[config.mk]
export PLATFORM = sky130hd
export DESIGN_NAME = brd_decode
export DESIGN_NICKNAME = d
export VERILOG_FILES = /design/src/brd_pkg.sv /design/src/brd_decode.sv
export SDC_FILE = /design/constraint.sdc
export NUM_CORES = 1
export LEC_CHECK = 0
export BUFFER_PORTS_ARGS = -buffer_cell sky130_fd_sc_hd__buf_2
export CAP_MARGIN = 20
export CORE_MARGIN = 8
export CORE_UTILIZATION = 59
export CTS_CLUSTER_SIZE = 25
export DETAILED_ROUTE_END_ITERATION = 6
export PLACE_DENSITY = 0.95
export SLEW_MARGIN = 20
export SYNTH_ARGS = -nofsm -noshare
export SYNTH_HDL_FRONTEND = slang
export SYNTH_SLANG_ARGS = --single-unit
[constraint.sdc]
create_clock -name MCLK_IN -period 6.8 [get_ports MCLK_IN]
set_input_delay 1.36 -clock MCLK_IN [delete_from_list [all_inputs] [get_ports MCLK_IN]]
set_output_delay 1.36 -clock MCLK_IN [all_outputs]
set_load 0.03 [all_outputs]
[src/brd_pkg.sv]
package brd_pkg;

	// ----------------------------------------------------------------
	// carriers
	// ----------------------------------------------------------------
	typedef struct packed {
		logic h; // half carry
		logic i; // interrupt mask
		logic n; // sign
		logic z; // zero
		logic c; // carry
	} brd_ccr_t;

	typedef enum logic [2:0] {
		K_NONE, K_BRANCH, K_BTB, K_BSC, K_RMW, K_MUL, K_CTRL
	} brd_kind_t;

	typedef struct packed {
		logic known; // opcode belongs to this group
		brd_kind_t kind; // instruction class
		logic [1:0] len; // bytes
		logic [3:0] cyc; // bus cycles
	} brd_dec_t;

	typedef enum logic {ST_IDLE, ST_RUN} brd_st_t;

	// ----------------------------------------------------------------
	// opcodes and opcode fields
	// ----------------------------------------------------------------
	localparam logic [3:0] BTB_HI = 4'h0; // bit test and branch row
	localparam logic [3:0] BSC_HI = 4'h1; // bit set/clear row
	localparam logic [3:0] BR_HI = 4'h2; // relative branch row
	localparam logic [3:0] RMW_DIR_HI = 4'h3;
	localparam logic [3:0] RMW_ACC_HI = 4'h4;
	localparam logic [3:0] RMW_IDX_HI = 4'h5;
	localparam logic [3:0] RMW_IX1_HI = 4'h6;
	localparam logic [3:0] RMW_IX_HI = 4'h7;
	localparam logic [3:0] TEST_NIB = 4'hD; // test operand column
	localparam logic [7:0] BRANCH_ALWAYS_OP = 8'h20;
	localparam logic [7:0] BRANCH_CARRY_CLEAR_OP = 8'h24;
	localparam logic [7:0] BRANCH_HIGHER_SAME_ALIAS = 8'h24;
	localparam logic [7:0] BRANCH_LOWER_ALIAS = 8'h25;
	localparam logic [7:0] BRANCH_EQUAL_OP = 8'h27;
	localparam logic [7:0] BRANCH_MINUS_OP = 8'h2B;
	localparam logic [7:0] BRANCH_MASK_SET_OP = 8'h2D;
	localparam logic [7:0] BRANCH_IRQ_LOW_OP = 8'h2E;
	localparam logic [7:0] BRANCH_SUBROUTINE_OP = 8'hAD;
	localparam logic [7:0] TEST_OPERAND_DIR_OP = 8'h3D;
	localparam logic [7:0] MULTIPLY_OP = 8'h42;
	localparam logic [7:0] UNMASK_INTERRUPTS_OP = 8'h9A;
	localparam logic [7:0] MASK_INTERRUPTS_OP = 8'h9B;
	localparam logic [7:0] SOFTWARE_TRAP_OP = 8'h83;
	localparam logic [7:0] SUB_RETURN_OP = 8'h81;
	localparam logic [7:0] INTERRUPT_RETURN_OP = 8'h80;
	localparam logic [7:0] XFER_A_X_OP = 8'h97;
	localparam logic [7:0] XFER_X_A_OP = 8'h9F;
	localparam logic [7:0] SET_CARRY_OP = 8'h99;
	localparam logic [7:0] CLEAR_CARRY_OP = 8'h98;
	localparam logic [7:0] STACK_RESET_OP = 8'h9C;
	localparam logic [7:0] IDLE_OP = 8'h9D;
	localparam logic [7:0] HALT_OP = 8'h8E;
	localparam logic [7:0] WAIT_IRQ_OP = 8'h8F;

	// ----------------------------------------------------------------
	// lengths and cycle counts
	// ----------------------------------------------------------------
	localparam logic [1:0] LEN_1 = 2'h1;
	localparam logic [1:0] LEN_2 = 2'h2;
	localparam logic [1:0] LEN_3 = 2'h3;
	localparam logic [3:0] CYC_BR = 4'h3;
	localparam logic [3:0] CYC_BSR = 4'h6;
	localparam logic [3:0] CYC_BIT = 4'h5;
	localparam logic [3:0] CYC_RMW_INH = 4'h3;
	localparam logic [3:0] CYC_RMW_DIR = 4'h5;
	localparam logic [3:0] CYC_RMW_IX1 = 4'h6;
	localparam logic [3:0] CYC_MUL = 4'hB;
	localparam logic [3:0] CYC_CTRL = 4'h2;
	localparam logic [3:0] CYC_SWI = 4'hA;
	localparam logic [3:0] CYC_RTS = 4'h6;
	localparam logic [3:0] CYC_RTI = 4'h9;
	localparam logic [3:0] CYC_ILLEGAL = 4'h1;

	// ----------------------------------------------------------------
	// register map and bus answers
	// ----------------------------------------------------------------
	localparam int AXI_AW = 8;
	localparam logic [7:0] REG_OPCODE = 8'h00;
	localparam logic [7:0] REG_STATUS = 8'h04;
	localparam logic [7:0] REG_PRODUCT = 8'h08;
	localparam logic [7:0] REG_CTRL = 8'h0C;
	localparam logic CTRL_RST = 1'h0;
	localparam logic [1:0] RESP_OKAY = 2'h0;
	localparam logic [1:0] RESP_SLVERR = 2'h2;

endpackage

[src/brd_decode.sv]
// Local design decisions: the AXI4-Lite slave port and the register offsets.
`timescale 1ns/100ps
`default_nettype none
// Functional notes
// [RULE1] opcodes 20-23: always/never/higher/lower-same, 2B 3cyc
// [RULE2] higher-same and lower aliases of 24, 25
// [RULE3] 24/25 carry, 26/27 zero, 2B 3cyc
// [RULE4] 28/29 half carry, 2A/2B sign
// [RULE5] 2C mask clear, 2D mask set
// [RULE6] 2E irq pin low, 2F high
// [RULE7] bit test branch-if-set 2n, 3B 5cyc
// [RULE8] branch-if-clear 01+2n, set/clear bit 2B 5cyc
// [RULE9] test operand: memory forms one cycle less
// [RULE10] 9A clears interrupt mask, 1B 2cyc
// [RULE11] 9B sets interrupt mask, 1B 2cyc
// [RULE12] rmw: 3 inherent, 5 direct/indexed, 6 offset
// [RULE13] control 2cyc; trap 10, rts 6, rti 9
// [RULE14] multiply A*X to A:X, clear H and C
module brd_decode
	import brd_pkg::*;
(
	input wire logic MCLK_IN, // core clock
	input wire logic RST_B_IN, // async reset, low
	input wire logic [AXI_AW-1:0] S_AXI_AWADDR_IN, // write address
	input wire logic S_AXI_AWVALID_IN, // write address valid
	output logic S_AXI_AWREADY_OUT, // write address ready
	input wire logic [31:0] S_AXI_WDATA_IN, // write data
	input wire logic [3:0] S_AXI_WSTRB_IN, // byte strobes
	input wire logic S_AXI_WVALID_IN, // write data valid
	output logic S_AXI_WREADY_OUT, // write data ready
	output logic [1:0] S_AXI_BRESP_OUT, // write response
	output logic S_AXI_BVALID_OUT, // write response valid
	input wire logic S_AXI_BREADY_IN, // write response ready
	input wire logic [AXI_AW-1:0] S_AXI_ARADDR_IN, // read address
	input wire logic S_AXI_ARVALID_IN, // read address valid
	output logic S_AXI_ARREADY_OUT, // read address ready
	output logic [31:0] S_AXI_RDATA_OUT, // read data
	output logic [1:0] S_AXI_RRESP_OUT, // read response
	output logic S_AXI_RVALID_OUT, // read data valid
	input wire logic S_AXI_RREADY_IN, // read data ready
	input wire logic [7:0] OPCODE_IN, // fetched opcode
	input wire logic OPCODE_VALID_IN, // opcode offered
	output logic OPCODE_READY_OUT, // decoder free
	input wire brd_ccr_t FLAGS_IN, // condition codes
	input wire logic IRQ_PIN_IN, // external interrupt level
	input wire logic [7:0] OPERAND_IN, // tested memory byte
	input wire logic [7:0] ACC_IN, // accumulator
	input wire logic [7:0] IDX_IN, // index register
	output logic BUSY_OUT, // sequencing bus cycles
	output logic DONE_OUT, // instruction finished pulse
	output logic [1:0] INSN_LEN_OUT, // bytes of instruction
	output logic [3:0] INSN_CYCLES_OUT, // cycles of instruction
	output logic BRANCH_TAKEN_OUT, // branch decision
	output logic ILLEGAL_OUT, // opcode outside group
	output logic MASK_SET_OUT, // set interrupt mask pulse
	output logic MASK_CLEAR_OUT, // clear interrupt mask pulse
	output logic CLEAR_HC_OUT, // clear half carry and carry
	output logic [15:0] PRODUCT_OUT // A:X after multiply
);

	// ----------------------------------------------------------------
	// decode functions
	// ----------------------------------------------------------------
	// columns of the single-operand group
	function automatic logic rmw_col(input logic [3:0] lo);
		return lo inside {4'h0, 4'h3, 4'h4, 4'h6, 4'h7, 4'h8, 4'h9,
			4'hA, 4'hC, 4'hD, 4'hF};
	endfunction

	// class, length and cycle count of one opcode
	function automatic brd_dec_t decode(input logic [7:0] op);
		brd_dec_t d;
		logic inh;
		d = '{1'h0, K_NONE, LEN_1, CYC_ILLEGAL};
		inh = op[7:4] == RMW_ACC_HI || op[7:4] == RMW_IDX_HI;
		if (op[7:4] == BTB_HI) begin
			d = '{1'h1, K_BTB, LEN_3, CYC_BIT}; // RULE7 RULE8
		end else if (op[7:4] == BSC_HI) begin
			d = '{1'h1, K_BSC, LEN_2, CYC_BIT}; // RULE8
		end else if (op[7:4] == BR_HI) begin
			d = '{1'h1, K_BRANCH, LEN_2, CYC_BR}; // RULE1 RULE3 RULE4
		end else if (op == BRANCH_SUBROUTINE_OP) begin
			d = '{1'h1, K_BRANCH, LEN_2, CYC_BSR}; // RULE13
		end else if (op == MULTIPLY_OP) begin
			d = '{1'h1, K_MUL, LEN_1, CYC_MUL}; // RULE13
		end else if (op[7:4] >= RMW_DIR_HI && op[7:4] <= RMW_IX_HI &&
			rmw_col(op[3:0])) begin
			d.known = 1'h1;
			d.kind = K_RMW;
			d.len = (op[7:4] == RMW_DIR_HI || op[7:4] == RMW_IX1_HI) ?
				LEN_2 : LEN_1;
			d.cyc = inh ? CYC_RMW_INH : // RULE12
				(op[7:4] == RMW_IX1_HI ? CYC_RMW_IX1 : CYC_RMW_DIR);
			if (op[3:0] == TEST_NIB && !inh) begin
				d.cyc = d.cyc - 4'h1; // RULE9
			end
		end else begin
			case (op)
				XFER_A_X_OP, XFER_X_A_OP, SET_CARRY_OP, CLEAR_CARRY_OP,
				MASK_INTERRUPTS_OP, UNMASK_INTERRUPTS_OP, STACK_RESET_OP,
				IDLE_OP, HALT_OP, WAIT_IRQ_OP: begin
					d = '{1'h1, K_CTRL, LEN_1, CYC_CTRL}; // RULE10 RULE11
				end
				SOFTWARE_TRAP_OP: d = '{1'h1, K_CTRL, LEN_1, CYC_SWI}; // RULE13
				SUB_RETURN_OP: d = '{1'h1, K_CTRL, LEN_1, CYC_RTS}; // RULE13
				INTERRUPT_RETURN_OP: begin
					d = '{1'h1, K_CTRL, LEN_1, CYC_RTI}; // RULE13
				end
				default: d = d; // not in this group
			endcase
		end
		return d;
	endfunction

	// relative branch condition; odd opcodes invert the even test
	function automatic logic br_cond(input logic [7:0] op,
		input brd_ccr_t f, input logic irq);
		logic base;
		unique case (op[3:1])
			3'h0: base = 1'h1; // always / never
			3'h1: base = !(f.c || f.z); // higher / lower-same
			3'h2: base = !f.c; // carry clear / set, aliases RULE2 RULE3
			3'h3: base = !f.z; // not equal / equal RULE3
			3'h4: base = !f.h; // half carry RULE4
			3'h5: base = !f.n; // plus / minus RULE4
			3'h6: base = !f.i; // mask clear / set RULE5
			3'h7: base = !irq; // pin low / high, level direct RULE6
		endcase
		return base ^ op[0]; // RULE1
	endfunction

	// ----------------------------------------------------------------
	// state
	// ----------------------------------------------------------------
	brd_st_t st; // sequencer state
	logic [3:0] cnt; // cycles left
	logic [7:0] op_q; // opcode in progress
	logic hw_en; // opcodes come from the core port
	logic [7:0] aw_q; // held write address
	logic [31:0] wd_q; // held write data
	logic [3:0] ws_q; // held strobes

	// ----------------------------------------------------------------
	// decode and selection
	// ----------------------------------------------------------------
	wire wr_fire = !S_AXI_AWREADY_OUT && !S_AXI_WREADY_OUT &&
		!S_AXI_BVALID_OUT; // both halves held, no answer pending
	wire [7:0] aw_al = {aw_q[7:2], 2'h0}; // aligned write word
	wire [7:0] ar_al = {S_AXI_ARADDR_IN[7:2], 2'h0}; // aligned read
	wire wr_map = aw_al inside {REG_OPCODE, REG_STATUS, REG_PRODUCT,
		REG_CTRL};
	wire rd_map = ar_al inside {REG_OPCODE, REG_STATUS, REG_PRODUCT,
		REG_CTRL};
	wire sw_op = wr_fire && aw_al == REG_OPCODE && ws_q[0];
	wire ctrl_wr = wr_fire && aw_al == REG_CTRL && ws_q[0];
	wire next_hw_en = ctrl_wr ? wd_q[0] : hw_en;
	wire busy = st == ST_RUN;
	wire go = hw_en ? (OPCODE_VALID_IN && OPCODE_READY_OUT) :
		(sw_op && !busy); // software launches only while idle
	wire [7:0] sel_op = hw_en ? OPCODE_IN : wd_q[7:0];
	brd_dec_t dec_w;
	assign dec_w = decode(sel_op);
	wire last = busy && cnt == 4'h0; // final bus cycle
	brd_st_t next_st;
	assign next_st = go ? ST_RUN : (last ? ST_IDLE : st);
	wire btb_hit = OPERAND_IN[sel_op[3:1]] ^ sel_op[0]; // RULE7 RULE8
	wire next_taken = dec_w.kind == K_BTB ? btb_hit :
		(dec_w.kind == K_BRANCH ?
		(sel_op == BRANCH_SUBROUTINE_OP ||
		br_cond(sel_op, FLAGS_IN, IRQ_PIN_IN)) : 1'h0);
	wire [31:0] status_w = {8'h00, op_q, 7'h00, ILLEGAL_OUT, BUSY_OUT,
		BRANCH_TAKEN_OUT, INSN_LEN_OUT, INSN_CYCLES_OUT};
	wire [31:0] rd_w = ar_al == REG_OPCODE ? {24'h0, op_q} :
		ar_al == REG_STATUS ? status_w :
		ar_al == REG_PRODUCT ? {16'h0, PRODUCT_OUT} :
		ar_al == REG_CTRL ? {31'h0, hw_en} : 32'h0;

	// ----------------------------------------------------------------
	// cycle sequencer
	// ----------------------------------------------------------------
	// count the bus cycles of the launched instruction
	always_ff @(posedge MCLK_IN or negedge RST_B_IN) begin
		if (!RST_B_IN) begin
			st <= ST_IDLE;
			cnt <= 4'h0;
			BUSY_OUT <= 1'h0;
			OPCODE_READY_OUT <= 1'h0;
		end else begin
			st <= next_st;
			cnt <= go ? dec_w.cyc - 4'h1 : (busy ? cnt - 4'h1 : cnt);
			BUSY_OUT <= next_st == ST_RUN;
			OPCODE_READY_OUT <= next_hw_en && next_st == ST_IDLE;
		end
	end

	// latch decode results at launch
	always_ff @(posedge MCLK_IN or negedge RST_B_IN) begin
		if (!RST_B_IN) begin
			op_q <= 8'h00;
			INSN_LEN_OUT <= 2'h0;
			INSN_CYCLES_OUT <= 4'h0;
			BRANCH_TAKEN_OUT <= 1'h0;
			ILLEGAL_OUT <= 1'h0;
			PRODUCT_OUT <= 16'h0000;
		end else if (go) begin
			op_q <= sel_op;
			INSN_LEN_OUT <= dec_w.len;
			INSN_CYCLES_OUT <= dec_w.cyc;
			BRANCH_TAKEN_OUT <= next_taken;
			ILLEGAL_OUT <= !dec_w.known;
			if (dec_w.kind == K_MUL) begin
				PRODUCT_OUT <= 16'(ACC_IN) * 16'(IDX_IN); // RULE14
			end
		end
	end

	// flag effects land with the finishing pulse
	always_ff @(posedge MCLK_IN or negedge RST_B_IN) begin
		if (!RST_B_IN) begin
			DONE_OUT <= 1'h0;
			MASK_SET_OUT <= 1'h0;
			MASK_CLEAR_OUT <= 1'h0;
			CLEAR_HC_OUT <= 1'h0;
		end else begin
			DONE_OUT <= last;
			MASK_SET_OUT <= last && op_q == MASK_INTERRUPTS_OP; // RULE11
			MASK_CLEAR_OUT <= last && op_q == UNMASK_INTERRUPTS_OP; // RULE10
			CLEAR_HC_OUT <= last && op_q == MULTIPLY_OP; // RULE14
		end
	end

	// ----------------------------------------------------------------
	// bus slave, write side
	// ----------------------------------------------------------------
	// hold address and data, answer once both are in
	always_ff @(posedge MCLK_IN or negedge RST_B_IN) begin
		if (!RST_B_IN) begin
			S_AXI_AWREADY_OUT <= 1'h1;
			S_AXI_WREADY_OUT <= 1'h1;
			S_AXI_BVALID_OUT <= 1'h0;
			S_AXI_BRESP_OUT <= RESP_OKAY;
			aw_q <= 8'h00;
			wd_q <= 32'h0;
			ws_q <= 4'h0;
			hw_en <= CTRL_RST;
		end else begin
			hw_en <= next_hw_en;
			if (S_AXI_AWVALID_IN && S_AXI_AWREADY_OUT) begin
				aw_q <= S_AXI_AWADDR_IN;
				S_AXI_AWREADY_OUT <= 1'h0;
			end
			if (S_AXI_WVALID_IN && S_AXI_WREADY_OUT) begin
				wd_q <= S_AXI_WDATA_IN;
				ws_q <= S_AXI_WSTRB_IN;
				S_AXI_WREADY_OUT <= 1'h0;
			end
			if (wr_fire) begin
				S_AXI_BVALID_OUT <= 1'h1;
				S_AXI_BRESP_OUT <= wr_map ? RESP_OKAY : RESP_SLVERR;
			end else if (S_AXI_BVALID_OUT && S_AXI_BREADY_IN) begin
				S_AXI_BVALID_OUT <= 1'h0;
				S_AXI_AWREADY_OUT <= 1'h1;
				S_AXI_WREADY_OUT <= 1'h1;
			end
		end
	end

	// ----------------------------------------------------------------
	// bus slave, read side
	// ----------------------------------------------------------------
	// one read at a time, data one edge after the address
	always_ff @(posedge MCLK_IN or negedge RST_B_IN) begin
		if (!RST_B_IN) begin
			S_AXI_ARREADY_OUT <= 1'h1;
			S_AXI_RVALID_OUT <= 1'h0;
			S_AXI_RDATA_OUT <= 32'h0;
			S_AXI_RRESP_OUT <= RESP_OKAY;
		end else if (S_AXI_ARVALID_IN && S_AXI_ARREADY_OUT) begin
			S_AXI_ARREADY_OUT <= 1'h0;
			S_AXI_RVALID_OUT <= 1'h1;
			S_AXI_RDATA_OUT <= rd_w;
			S_AXI_RRESP_OUT <= rd_map ? RESP_OKAY : RESP_SLVERR;
		end else if (S_AXI_RVALID_OUT && S_AXI_RREADY_IN) begin
			S_AXI_RVALID_OUT <= 1'h0;
			S_AXI_ARREADY_OUT <= 1'h1;
		end
	end
endmodule
`default_nettype wire

==> results.md <==
* Sequential area share after synthesis at 0.338
* TritonCTS clock tree: built
* Yosys reg bits at 89
* CP startpoint: IDX_IN[4]
* Post-synth cell types at 78
* Measured slew at the worst slew-check pin at 0.834 ns
* Worst-path clk slew at 0.09 ns
* Post-synth ARST share at 1.00
* Die height at 122 um
* Clk Latency, worst-skew pair at 0.36 ns
* Layout cells sized above 1 at 0.259
* Final period utilization at 0.778
* Dominant cell type by area after synthesis: dfrtp_1
* Count of final hold-check violations at 0
* Residual DRC at 0
* Drt total wl at 16.0 mm
* Clock skew at 0.0122 ns
* DIE AREA at 14800 um^2
* Hold-fix buffers, CTS at 0
* Core Area at 10900 um^2
* Crit Path Category: input pin to flip-flop
* Reg-to-reg critical path startpoint: hw_en
* Final core occ at 0.687
* Most numerous cell in the Yosys netlist: dfrtp_1
* Critical-path cell list: buf_2 -> and2_1 -> fa_1 -> fa_1 -> inv_1 -> fa_1 -> fa_1 -> inv_1 -> ha_1 -> o31ai_1 -> a21oi_1 -> a41oi_1 -> a21oi_1 -> xnor2_1 -> mux2_4
* Worst path slowest cell: fa_1
* Avg Vias per Cell at 5.83
* Drt pass-1 iters at 6
* Min-delay src: S_AXI_RRESP_OUT[1]
* Synth Area per Inst at 10.0 um^2
* Fillcell total at 798
* Via Count at 5383
* VDD IR-drop max at 0.161 mV
* CTS buffer count at 9
* Largest net degree at the start of global routing at 66
* Syn Inst Count at 657
* Top post-synthesis cells by count: dfrtp_1 (86), nand2_1 (68), inv_1 (61)
* All-Layer GR Usage at 0.218
* IO buf count at 127
* Post_cts resized at 0
* Maxcap violations at 0
* Slowest stage delay, CP at 0.59 ns
* Clk buf depth at 2
* Worst setup EP type: flip-flop
* Top cell by count, worst path: fa_1
* Leak at 3.77 nW
* Slew Viols, Final at 0
* Initial antenna violation count at 0
* Postcts setup bufs at 0
* Worst-path maximum fanout at 8
* Site Rows at 38
* Max Freq at 189 MHz
* WL/cell at 17.3 um
* Hold Crit Class: flip-flop to flip-flop
* Slew Limit Headroom at 0.443
* ANT nets after route at 0
* Vias in the first global route at 5351
* Status: finished clean
* Main synth FF type: dfrtp_1
* Crit path DAT at 5.54 ns
* CTS HTree Levels at 3
* Critical path launch point type: input pin
* EDFF count, synth at 0
* Final min period at 5.29 ns
* Area Overhead vs Synth at 13.4%
* First-pass GRT wire length at 26.4 mm
* Clock sink count at 89
* GR Overflow Total at 0
* Post-DP HPWL at 12.7 mm
* I/O pins at 169
* Die Width at 122 um
* Root Driver: clkbuf_8
* Worst EP required at 7.05 ns
* Reg2Reg Setup Slack at 3.54 ns
* Setup tns final at 0 ns
* Drt initial violations at 412
* Ant diodes at 0
* Synthesized area at 6600 um^2
* Yosys warning count at 0
* Initial Util at 0.606
* Placer Congestion at 0.904
* Fin nets at 949
* Final setup vio count at 0
* Area contributors post-synth: dfrtp_1 (33%), fa_1 (11%), ha_1 (7.0%)
* Power density cells at 324 nW/um^2
* Area share of the largest cell type after synthesis at 0.326
* RSZ-0062 raised after global routing: no
layout make-up:
cell class / instances / area [um^2] / area share
inverter: 61 / 229 / 0.0306
sequential: 89 / 2230 / 0.298
multi-input combinational: 487 / 4000 / 0.534
clock inverter: 6 / 50.0 / 0.00669
tap: 140 / 175 / 0.0234
clock buffer: 10 / 138 / 0.0184
timing repair buffer: 130 / 661 / 0.0883
placed cells by master (no fill, tap or decap), types with 6 or more instances in the layout:
master	count
nand3_1	11
o21ai_0	30
mux2_4	11
a21o_1	6
conb_1	10
fa_1	36
xnor2_1	10
nand2_1	68
a21oi_1	21
ha_1	37
mux2_2	25
clkbuf_8	10
nor3_1	11
a22o_1	26
or3_1	6
buf_2	126
and2_1	38
nor2b_1	7
inv_1	61
dfrtp_1	86
nor2_1	33
mux2i_1	12
cells by family after synthesis:
group                    after synthesis  synth area share
flip-flops                            89             0.338
AND/OR/NAND/NOR                      207             0.160
buffers and inverters                 90            0.0613
AO/OA/AOI/OAI                        134             0.149
adder cells (fa/ha/maj)               73             0.179
multiplexers                          51            0.0948
XOR/XNOR                              12            0.0159
other                                  1          0.000568
per-stage QoR:
| step | hold WS (ns) | total power, mW | instances | worst slack, ns | cell area [um^2] |
|---|---|---|---|---|---|
| 2_1_floorplan | 0.472 | 1.76 | 666 | 1.59 | 6630 |
| 3_3_place_gp | 0.467 | 2.02 | 907 | 1.25 | 7290 |
| 3_5_place_dp | 0.486 | 2.07 | 907 | 1.18 | 7290 |
| 4_1_cts | 0.501 | 2.41 | 923 | 1.58 | 7480 |
| 5_1_grt | 0.515 | 2.60 | 923 | 1.32 | 7480 |
| 6_report | 0.499 | 2.42 | 923 | 1.51 | 7480 |
worst max-delay path, delay by kind of cell:
family | cells | cell delay (ns)
fa+ha+maj | 5 | 2.29
compound gates | 4 | 1.04
buf+inv | 3 | 0.26
mux | 1 | 0.25
simple gates | 1 | 0.19
xor+xnor | 1 | 0.13
routing by layer:
| layer | track usage | up-vias | wire (um) |
|---|---|---|---|
| met5 | 0 | - | 0 |
| met1 | 0.288 | 2606 | 6660 |
| met2 | 0.361 | 225 | 7800 |
| met4 | 0.0686 | 0 | 310 |
| met3 | 0.0305 | 33 | 1190 |
| li1 | - | 2519 | - |
path summary, 6_finish.rpt:
kind,end,cells after the start
worst min register to register,S_AXI_RRESP_OUT[1],2
worst max register to register,PRODUCT_OUT[1],8
worst max-delay path,PRODUCT_OUT[15],15
min in group asynchronous,wd_q[6],1
worst min-delay path,S_AXI_RRESP_OUT[1],2
max in group asynchronous,PRODUCT_OUT[10],2
sequential cells by signal, summed over array words and instances, names as in the netlist, 2 cells and up:
register,cells
S_AXI_RDATA_OUT,24
PRODUCT_OUT,16
op_q,8
wd_q,8
aw_q,6
INSN_CYCLES_OUT,4
cnt,4
INSN_LEN_OUT,2
where the power goes:
part / leakage (nW) / switching (mW) / internal, mW
Combinational: 2.53 / 0.756 / 0.533
Clock: 0.0895 / 0.197 / 0.147
Sequential: 1.15 / 0.141 / 0.649
Total: 3.77 / 1.09 / 1.33
(Power assumes the default switching activity.)
